[config.mk]
export PLATFORM = sky130hd
export DESIGN_NAME = tffc_top
export DESIGN_NICKNAME = d
export VERILOG_FILES = /design/src/tffc_pkg.sv /design/src/tffc_pair.sv /design/src/tffc_top.sv
export SDC_FILE = /design/constraint.sdc
export NUM_CORES = 1
export LEC_CHECK = 0
export ABC_AREA = 1
export BUFFER_PORTS_ARGS = -buffer_cell sky130_fd_sc_hd__buf_2
export CORE_MARGIN = 2
export CORE_UTILIZATION = 47
export DETAILED_ROUTE_END_ITERATION = 6
export PLACE_DENSITY = 0.85
export SETUP_SLACK_MARGIN = 0.2
export SYNTH_ARGS = -nofsm -noshare
export SYNTH_HDL_FRONTEND = slang
export SYNTH_SLANG_ARGS = --single-unit
[constraint.sdc]
create_clock -name ref_clk -period 2.5 [get_ports ref_clk]
set_clock_uncertainty 0.1 [all_clocks]
set_input_delay 0.25 -clock ref_clk [delete_from_list [all_inputs] [get_ports ref_clk]]
set_output_delay 0.25 -clock ref_clk [all_outputs]
set_load 0.05 [all_outputs]
[src/tffc_pkg.sv]
// Package for the timer output flip-flop control block
// Behaviour
// - Source select 0 picks even timer match, 1 picks odd timer match.
// - Source select matters only in 8-bit timer mode; ignored otherwise.
// - Control register bits 7 to 4 read undefined; here they read zero.
// - Command write: 00 inverts, 01 sets, 10 clears, 11 leaves flop unchanged.
// - Toggle enable 0 blocks timer inversion; 1 lets selected event invert.
// - Each flop value drives its own timer output pin.
// - In 16-bit mode, simultaneous matches of both timers invert when enabled.
package tffc_pkg;
  localparam int TFFC_PAIRS = 4;
  localparam logic [31:0] TFFC_FLIPFLOP3_CONTROL = 32'hFFFFF10D;
  localparam logic [31:0] TFFC_FLIPFLOP5_CONTROL = 32'hFFFFF115;
  localparam logic [31:0] TFFC_FLIPFLOP7_CONTROL = 32'hFFFFF11D;
  localparam logic [31:0] TFFC_FLIPFLOP9_CONTROL = 32'hFFFFF125;
  localparam int TFFC_SRC_BIT = 0;
  localparam int TFFC_EN_BIT = 1;
  localparam int TFFC_CMD_LO = 2;
  localparam int TFFC_CMD_HI = 3;
  localparam logic [1:0] TFFC_CMD_INVERT = 2'h0;
  localparam logic [1:0] TFFC_CMD_SET = 2'h1;
  localparam logic [1:0] TFFC_CMD_CLEAR = 2'h2;
  localparam logic [1:0] TFFC_CMD_HOLD = 2'h3;
  localparam logic [1:0] TFFC_MODE_8BIT = 2'h0;
  localparam logic [1:0] TFFC_MODE_16BIT = 2'h1;
  localparam logic TFFC_EN_RESET = 1'h0;
  localparam logic TFFC_SRC_RESET = 1'h0;
  localparam logic TFFC_FLOP_RESET = 1'h0;
  localparam logic [7:0] TFFC_RDATA_RESET = 8'h00;

  typedef struct packed {
    logic write;
    logic [1:0] cmd;
    logic enable;
    logic source;
  } tffc_ctl_t;

  typedef struct packed {
    logic [1:0] mode;
    logic match_even;
    logic match_odd;
  } tffc_timer_t;
endpackage

[src/tffc_pair.sv]
// One output flip-flop with its control bits
`timescale 1ns/100ps
module tffc_pair
  import tffc_pkg::*;
(
  input wire logic ref_clk,
  input wire logic rst_n,
  input wire tffc_ctl_t ctl,
  input wire tffc_timer_t tmr,
  output logic enable,
  output logic source,
  output logic flop
);
  logic enable_reg, enable_next;
  logic source_reg, source_next;
  logic flop_reg, flop_next;
  logic hw_event;

  always_comb begin
    enable_next = enable_reg;
    source_next = source_reg;
    hw_event = 1'b0;
    if (tmr.mode == TFFC_MODE_8BIT) begin
      hw_event = source_reg ? tmr.match_odd : tmr.match_even;
    end else if (tmr.mode == TFFC_MODE_16BIT) begin
      hw_event = tmr.match_even & tmr.match_odd;
    end
    flop_next = flop_reg;
    if (enable_reg && hw_event) begin
      flop_next = ~flop_reg;
    end
    if (ctl.write) begin
      enable_next = ctl.enable;
      source_next = ctl.source;
      case (ctl.cmd)
        TFFC_CMD_INVERT: flop_next = ~flop_reg;
        TFFC_CMD_SET: flop_next = 1'b1;
        TFFC_CMD_CLEAR: flop_next = 1'b0;
        default: ;
      endcase
    end
  end

  always_ff @(posedge ref_clk or negedge rst_n) begin
    if (!rst_n) begin
      enable_reg <= TFFC_EN_RESET;
      source_reg <= TFFC_SRC_RESET;
      flop_reg <= TFFC_FLOP_RESET;
    end else begin
      enable_reg <= enable_next;
      source_reg <= source_next;
      flop_reg <= flop_next;
    end
  end

  assign enable = enable_reg;
  assign source = source_reg;
  assign flop = flop_reg;
endmodule

[src/tffc_top.sv]
// Register port and four output flip-flops for timer pairs 2/3 to 8/9
//
// Implementation choice: the strobed register port.
`timescale 1ns/100ps
module tffc_top
  import tffc_pkg::*;
(
  input wire logic ref_clk,
  input wire logic rst_n,
  input wire logic [31:0] addr,
  input wire logic [7:0] wdata,
  input wire logic wr_en,
  input wire logic rd_en,
  output logic [7:0] rdata,
  input wire tffc_timer_t [TFFC_PAIRS-1:0] timers,
  output logic [TFFC_PAIRS-1:0] out_pin
);
  // Control bits held inside each pair module
  logic [TFFC_PAIRS-1:0] en_q;
  logic [TFFC_PAIRS-1:0] src_q;
  logic [TFFC_PAIRS-1:0] flop_q;

  // Register hits and write fields
  logic [TFFC_PAIRS-1:0] wr_hit;
  logic [TFFC_PAIRS-1:0] rd_hit;
  logic [1:0] wr_cmd;
  logic wr_enable;
  logic wr_source;

  // Write carriers, one per pair
  tffc_ctl_t ctl23;
  tffc_ctl_t ctl45;
  tffc_ctl_t ctl67;
  tffc_ctl_t ctl89;

  // Read-back image of each control register
  logic [7:0] view23;
  logic [7:0] view45;
  logic [7:0] view67;
  logic [7:0] view89;

  // Output registers
  logic [7:0] rdata_reg;
  logic [7:0] rdata_next;
  logic [TFFC_PAIRS-1:0] out_reg;
  logic [TFFC_PAIRS-1:0] out_next;

  // Full address compare; an unmapped address hits nothing
  always_comb begin
    wr_hit = '0;
    rd_hit = '0;
    case (addr)
      TFFC_FLIPFLOP3_CONTROL: begin
        wr_hit[0] = wr_en;
        rd_hit[0] = rd_en;
      end
      TFFC_FLIPFLOP5_CONTROL: begin
        wr_hit[1] = wr_en;
        rd_hit[1] = rd_en;
      end
      TFFC_FLIPFLOP7_CONTROL: begin
        wr_hit[2] = wr_en;
        rd_hit[2] = rd_en;
      end
      TFFC_FLIPFLOP9_CONTROL: begin
        wr_hit[3] = wr_en;
        rd_hit[3] = rd_en;
      end
      default: begin
        wr_hit = '0;
        rd_hit = '0;
      end
    endcase
  end

  // Fields of a write byte; bits 7 to 4 are dropped
  always_comb begin
    wr_cmd = wdata[TFFC_CMD_HI:TFFC_CMD_LO];
    wr_enable = wdata[TFFC_EN_BIT];
    wr_source = wdata[TFFC_SRC_BIT];
  end

  // Pair 2/3 write carrier and flop
  always_comb begin
    ctl23.write = wr_hit[0];
    ctl23.cmd = wr_cmd;
    ctl23.enable = wr_enable;
    ctl23.source = wr_source;
  end

  tffc_pair u_pair23 (
    .ref_clk(ref_clk),
    .rst_n(rst_n),
    .ctl(ctl23),
    .tmr(timers[0]),
    .enable(en_q[0]),
    .source(src_q[0]),
    .flop(flop_q[0])
  );

  // Pair 2/3 read-back image
  always_comb begin
    view23 = TFFC_RDATA_RESET;
    view23[TFFC_CMD_HI:TFFC_CMD_LO] = TFFC_CMD_HOLD;
    view23[TFFC_EN_BIT] = en_q[0];
    view23[TFFC_SRC_BIT] = src_q[0];
  end

  // Pair 4/5 write carrier and flop
  always_comb begin
    ctl45.write = wr_hit[1];
    ctl45.cmd = wr_cmd;
    ctl45.enable = wr_enable;
    ctl45.source = wr_source;
  end

  tffc_pair u_pair45 (
    .ref_clk(ref_clk),
    .rst_n(rst_n),
    .ctl(ctl45),
    .tmr(timers[1]),
    .enable(en_q[1]),
    .source(src_q[1]),
    .flop(flop_q[1])
  );

  // Pair 4/5 read-back image
  always_comb begin
    view45 = TFFC_RDATA_RESET;
    view45[TFFC_CMD_HI:TFFC_CMD_LO] = TFFC_CMD_HOLD;
    view45[TFFC_EN_BIT] = en_q[1];
    view45[TFFC_SRC_BIT] = src_q[1];
  end

  // Pair 6/7 write carrier and flop
  always_comb begin
    ctl67.write = wr_hit[2];
    ctl67.cmd = wr_cmd;
    ctl67.enable = wr_enable;
    ctl67.source = wr_source;
  end

  tffc_pair u_pair67 (
    .ref_clk(ref_clk),
    .rst_n(rst_n),
    .ctl(ctl67),
    .tmr(timers[2]),
    .enable(en_q[2]),
    .source(src_q[2]),
    .flop(flop_q[2])
  );

  // Pair 6/7 read-back image
  always_comb begin
    view67 = TFFC_RDATA_RESET;
    view67[TFFC_CMD_HI:TFFC_CMD_LO] = TFFC_CMD_HOLD;
    view67[TFFC_EN_BIT] = en_q[2];
    view67[TFFC_SRC_BIT] = src_q[2];
  end

  // Pair 8/9 write carrier and flop
  always_comb begin
    ctl89.write = wr_hit[3];
    ctl89.cmd = wr_cmd;
    ctl89.enable = wr_enable;
    ctl89.source = wr_source;
  end

  tffc_pair u_pair89 (
    .ref_clk(ref_clk),
    .rst_n(rst_n),
    .ctl(ctl89),
    .tmr(timers[3]),
    .enable(en_q[3]),
    .source(src_q[3]),
    .flop(flop_q[3])
  );

  // Pair 8/9 read-back image
  always_comb begin
    view89 = TFFC_RDATA_RESET;
    view89[TFFC_CMD_HI:TFFC_CMD_LO] = TFFC_CMD_HOLD;
    view89[TFFC_EN_BIT] = en_q[3];
    view89[TFFC_SRC_BIT] = src_q[3];
  end

  // Read data stand one cycle after the strobe and read zero otherwise
  always_comb begin
    rdata_next = TFFC_RDATA_RESET;
    if (rd_hit[0]) begin
      rdata_next = view23;
    end else if (rd_hit[1]) begin
      rdata_next = view45;
    end else if (rd_hit[2]) begin
      rdata_next = view67;
    end else if (rd_hit[3]) begin
      rdata_next = view89;
    end
  end

  // Read data register
  always_ff @(posedge ref_clk or negedge rst_n) begin
    if (!rst_n) begin
      rdata_reg <= TFFC_RDATA_RESET;
    end else begin
      rdata_reg <= rdata_next;
    end
  end

  // Pins follow the flops one cycle later
  always_comb begin
    out_next = flop_q;
  end

  // Pin register
  always_ff @(posedge ref_clk or negedge rst_n) begin
    if (!rst_n) begin
      out_reg <= {TFFC_PAIRS{TFFC_FLOP_RESET}};
    end else begin
      out_reg <= out_next;
    end
  end

  assign rdata = rdata_reg;
  assign out_pin = out_reg;
endmodule

# Yosys cells after proc, flatten, opt, wreduce, memory -nomap -nowiden

Cells that the tools add are included.

Input port bits: 60
Word-level logic and storage cells: 77
Register bits after elaboration: 24
Output and inout bits: 12

Muxes and demuxes: 36
Reductions and logical operators: 9
Bitwise operators: 8
Equality and inequality tests: 10

Operators by type and width:

| kind                 | count |
|---|---|
| $eq 32x32->1 const B | 4 |
| $mux 1               | 28 |
| $mux 4               | 4 |
| $pmux 1 s3           | 4 |
| $eq 2x1->1 const B   | 5 |
| $logic_not 2->1      | 5 |
| $and 1x1->1          | 4 |
| $logic_and 1x1->1    | 4 |
| $not 1->1            | 4 |
| $eq 2x2->1 const B   | 1 |

# Depth between registers and ports, before layout

Word-level depth: 7
Depth in mapped cells: 11
Mapped depth without buffers: 11

# By module

Synthesis repeated with hierarchy kept, for this count alone.

Cells, all modules: 198
Area total of the unflattened synthesis: 1335.0 um2

Modules (own cells, without submodules):

| module    | sequential area each (um2) | times used | cells an instance | area each (um2) |
|---|---|---|---|---|
| tffc_pair | 75.1                       | 4          | 24                | 172.7 |
| tffc_top  | 175.2                      | 1          | 102               | 644.4 |

# Worst setup path before layout

OpenSTA, ideal clock, no wires.

Path type: input to register
Start point: input port addr[9]
End point: register u_pair23.flop_reg (netlist: u_pair23.flop)
Library setup time: 0.122 ns
Arrival time: 1.080 ns
Stages on the path: 8
Setup slack: 1.198 ns
Required time: 2.278 ns
Path buffers: 0
Cell sequence: inv_1 > nand2_1 > nor2_2 > nand3_2 > nor3_4 > nand2_2 > o21ai_1 > nand2_1

Cells in the longest elaborated chain, start to end: 3

RTL lines:

| item                         | RTL line        | RTL |
|---|---|---|
| start, declared              | tffc_top.sv:10  | `input wire logic [31:0] addr,` |
| $eq 32x32->1                 | tffc_top.sv:52  | `case (addr)` |
| $mux 1                       | tffc_top.sv:52  |  |
| $mux 1                       | tffc_pair.sv:32 | `if (ctl.write) begin` |
| named net u_pair23.flop_next | tffc_pair.sv:16 | `logic flop_reg, flop_next;` |
| end signal, assigned         | tffc_pair.sv:52 | `flop_reg <= flop_next;` |
| end, declared                | tffc_pair.sv:16 |  |

The timed path passes the listed nets, and every way through them passes these cells.
A chain may end at the register's enable or synchronous reset.

# Worst setup path in the final report

Start point: register u_pair89.source_reg (netlist: u_pair89.source)
End point: register u_pair89.flop_reg (netlist: u_pair89.flop)

Cells in the longest elaborated chain, start to end: 6

RTL lines:

| item                         | RTL line        | RTL |
|---|---|---|
| start, declared              | tffc_pair.sv:15 | `logic source_reg, source_next;` |
| start signal, assigned       | tffc_pair.sv:51 | `source_reg <= source_next;` |
| $mux 1 *                     | tffc_pair.sv:24 | `hw_event = source_reg ? tmr.match_odd : tmr.match_even;` |
| $mux 1 *                     | tffc_pair.sv:23 | `if (tmr.mode == TFFC_MODE_8BIT) begin` |
| $logic_and 1x1->1 *          | tffc_pair.sv:29 | `if (enable_reg && hw_event) begin` |
| $mux 1 *                     | tffc_pair.sv:29 |  |
| $pmux 1 s3                   | tffc_pair.sv:35 | `case (ctl.cmd)` |
| $mux 1 *                     | tffc_pair.sv:32 |  |
| named net u_pair89.flop_next | tffc_pair.sv:16 |  |
| end signal, assigned         | tffc_pair.sv:52 |  |
| end, declared                | tffc_pair.sv:16 |  |

The timed path passes the listed nets; every way through them passes the cells marked *.

==> reports/results.txt <==
postcts setup bufs -> 0
worst hold path class -> in2reg
Final Power -> 571 uW
Final HPWL DP -> 2240 um
Initial Utilization -> 50.4%
register area share after synthesis -> 37.8%
Remaining Overflow, GRT -> 0
NetSw -> 159 uW
Clock Tree Buf Depth -> 2
Hold Violations, Final -> 0
num rows -> 18
H-tree depth -> 1
Final Setup Violations -> 0
Worst R2R Setup Slack -> 1.23 ns
Critical Path End Type -> register
#FFs+latches synth -> 19
finished layout cell area -> 1620 um^2
peak supply drop -> 0.428 mV
sequential power share -> 54.3%
fillers -> 250
Routed WL per cell -> 9.68 um
Ant. Diodes -> 0
Hold Crit Depth -> 4
CTS tree -> yes
Logic pwr share -> 18.4%
vias in the first global route -> 1170
Yosys top cell area share -> 37.8%
worst-case reg-to-reg path depth -> 7
CP Data Arrival Time -> 1.38 ns
crit path kind -> reg2reg
footprint of the multi-input gates -> 641 um^2
Net Sw Frac -> 27.8%
Data required, critical path -> 2.61 ns
initial antenna violation count -> 0
Cell Area, Synth -> 1260 um^2
Synth area leader -> dfrtp_1
synth-to-layout area growth -> 28.6%
1st-pass router iterations -> 4
WL final -> 2620 um
Vias/cell -> 4.76
most frequent cells after synthesis -> 46 x nand2_1, 27 x inv_1, 19 x dfrtp_1
r2r endpoint -> u_pair89.flop$_DFF_PN0_
gr usage total -> 19.0%
Inserted Clock Buffers -> 3
clk root buf -> clkbuf_4
die width -> 55.8 um
Syn Inst Count -> 176
die area -> 3110 um^2
ANT nets after route -> 0
Core Area -> 2500 um^2
Min-Delay Endpoint -> u_pair67.flop$_DFF_PN0_
DRC Markers -> 0
Max Freq -> 0.785 GHz
total vias in the final route -> 1291
first-pass GRT wire length -> 4670 um
Int Pwr -> 412 uW
pin count of the biggest net entering global routing -> 20
Period minus WS final -> 1.27 ns
most frequent cell after synthesis -> nand2_1
asr flop ratio synth -> 100%
max-cap viol count -> 0
Syn Area/Cell -> 7.15 um^2
pwr dens -> 353 nW/um^2
min-delay src -> wdata[3]
synth warn -> 0
reg2reg start -> u_pair89.source$_DFFE_PN0P_
share of layout cells above drive strength 1 -> 34.9%
max-slew violations -> 0
nets -> 302
run status -> finished clean
Primary FF master, synth -> dfrtp_1
setup repair after global routing missed its margin -> no
leak pwr -> 0.870 nW
Clk pwr share -> 27.3%
EDFF count, synth -> 0
Fin Setup TNS -> 0 ns
io pins -> 72
max reg flops -> 4
Post-DP Area -> 1580 um^2
clock transition at the registers of the reported paths -> 0.11 ns
final worst-path cycle share -> 51.0%
gp weighted congestion -> 0.881
register area -> 475 um^2
Port Buffers -> 63
DRT iter0 DRCs -> 25
CTS Sinks -> 19
CP Max Fanout -> 4
clock latency on the worst-skew pair -> 0.31 ns
leading post-synthesis cells by cell area -> dfrtp_1 38%, nand2_1 14%, inv_1 8.1%, o21ai_1 4.4%, nand4_1 4.0%
die height -> 55.8 um
Critical Path Start Type -> register
post-synth cell types -> 22
-- worst max-delay path by stage --
| stage | start | end | cells past startpoint |
|---|---|---|---|
| after floorplan | addr[9] | u_pair23.flop$_DFF_PN0_ | 8 |
| after CTS | u_pair89.source$_DFFE_PN0P_ | u_pair89.flop$_DFF_PN0_ | 7 |
| after global placement | addr[7] | u_pair45.flop$_DFF_PN0_ | 9 |
| final | u_pair89.source$_DFFE_PN0P_ | u_pair89.flop$_DFF_PN0_ | 7 |
| after detailed placement | addr[7] | u_pair45.flop$_DFF_PN0_ | 9 |
| after global routing | u_pair89.source$_DFFE_PN0P_ | u_pair89.flop$_DFF_PN0_ | 7 |
-- layout by cell type (no fill, tap or decap) --
| cell type | n |
|---|---|
| nand3_2 | 4 |
| inv_1 | 27 |
| o211ai_1 | 1 |
| o2111ai_1 | 3 |
| inv_2 | 3 |
| nor2_4 | 3 |
| dlygate4sd3_1 | 1 |
| clkinv_2 | 1 |
| nand2_1 | 46 |
| nor2_1 | 13 |
| conb_1 | 4 |
| xor2_1 | 4 |
| o21ai_1 | 11 |
| dfrtp_1 | 19 |
| nor2_2 | 4 |
| buf_2 | 63 |
| nand4_1 | 8 |
| o21ai_0 | 8 |
| nand3_1 | 9 |
| nor3_1 | 2 |
| nor3_4 | 1 |
| clkbuf_4 | 3 |
| o21bai_1 | 1 |
| nand2_2 | 2 |
-- worst max-delay path: stages, from the launching register on --
cell and delay (ns):
dfrtp_1 0.43, inv_1 0.06, o21ai_0 0.08, nor3_1 0.13
nand2_1 0.08, xor2_1 0.14, o21ai_1 0.06, o21ai_1 0.08
-- logic make-up (layout without fill, tap and decap cells) --
logic type             after synthesis  in the layout  synth area share [%]
AO/OA/AOI/OAI                       24             24                  10.8
XOR/XNOR                             4              4                  2.78
buffers and inverters               36             98                  12.2
flip-flops                          19             19                  37.8
other                                1              4                 0.298
AND/OR/NAND/NOR                     92             92                  36.1
-- timing repair --
item,4_1_cts,5_1_grt
hold endpoints to repair,19,0
resized for setup,0,0
hold buffers,1,0
setup endpoints to repair,0,0
-- power by group through the flow --
stage	Combinational (mW)	Clock, mW	Sequential, mW
after floorplan	0.0479	0	0.320
after global placement	0.102	0	0.316
after detailed placement	0.105	0	0.316
after CTS	0.106	0.161	0.310
after global routing	0.119	0.170	0.310
final	0.105	0.156	0.310
-- layer usage --
| layer | wire length [um] | track usage (%) | vias up |
|---|---|---|---|
| li1 | - | - | 688 |
| met1 | 1080 | 21.9 | 566 |
| met2 | 1330 | 33.0 | 32 |
| met3 | 170 | 4.42 | 5 |
| met4 | 50 | 9.06 | 0 |
| met5 | 0 | 0 | - |
-- cell type report --
class / instances / area share, %
Clock buffer: 3 / 1.39
Clock inverter: 1 / 0.309
Inverter: 30 / 6.96
Multi-Input combinational cell: 124 / 39.6
Sequential cell: 19 / 29.4
Tap cell: 30 / 2.32
Timing Repair Buffer: 64 / 20.1
-- through the flow --
stage               hold slack, ns  util, %  instances  setup WS (ns)
finish                       0.135     64.8        271           1.23
global placement            0.0995     63.3        266          0.978
floorplan                   -0.146        -        179           1.20
CTS                          0.129     64.8        271           1.22
global route                 0.146     64.8        271           1.12
detailed placement           0.105     63.3        266          0.939
Note: power is estimated with default switching activity, not from simulation.
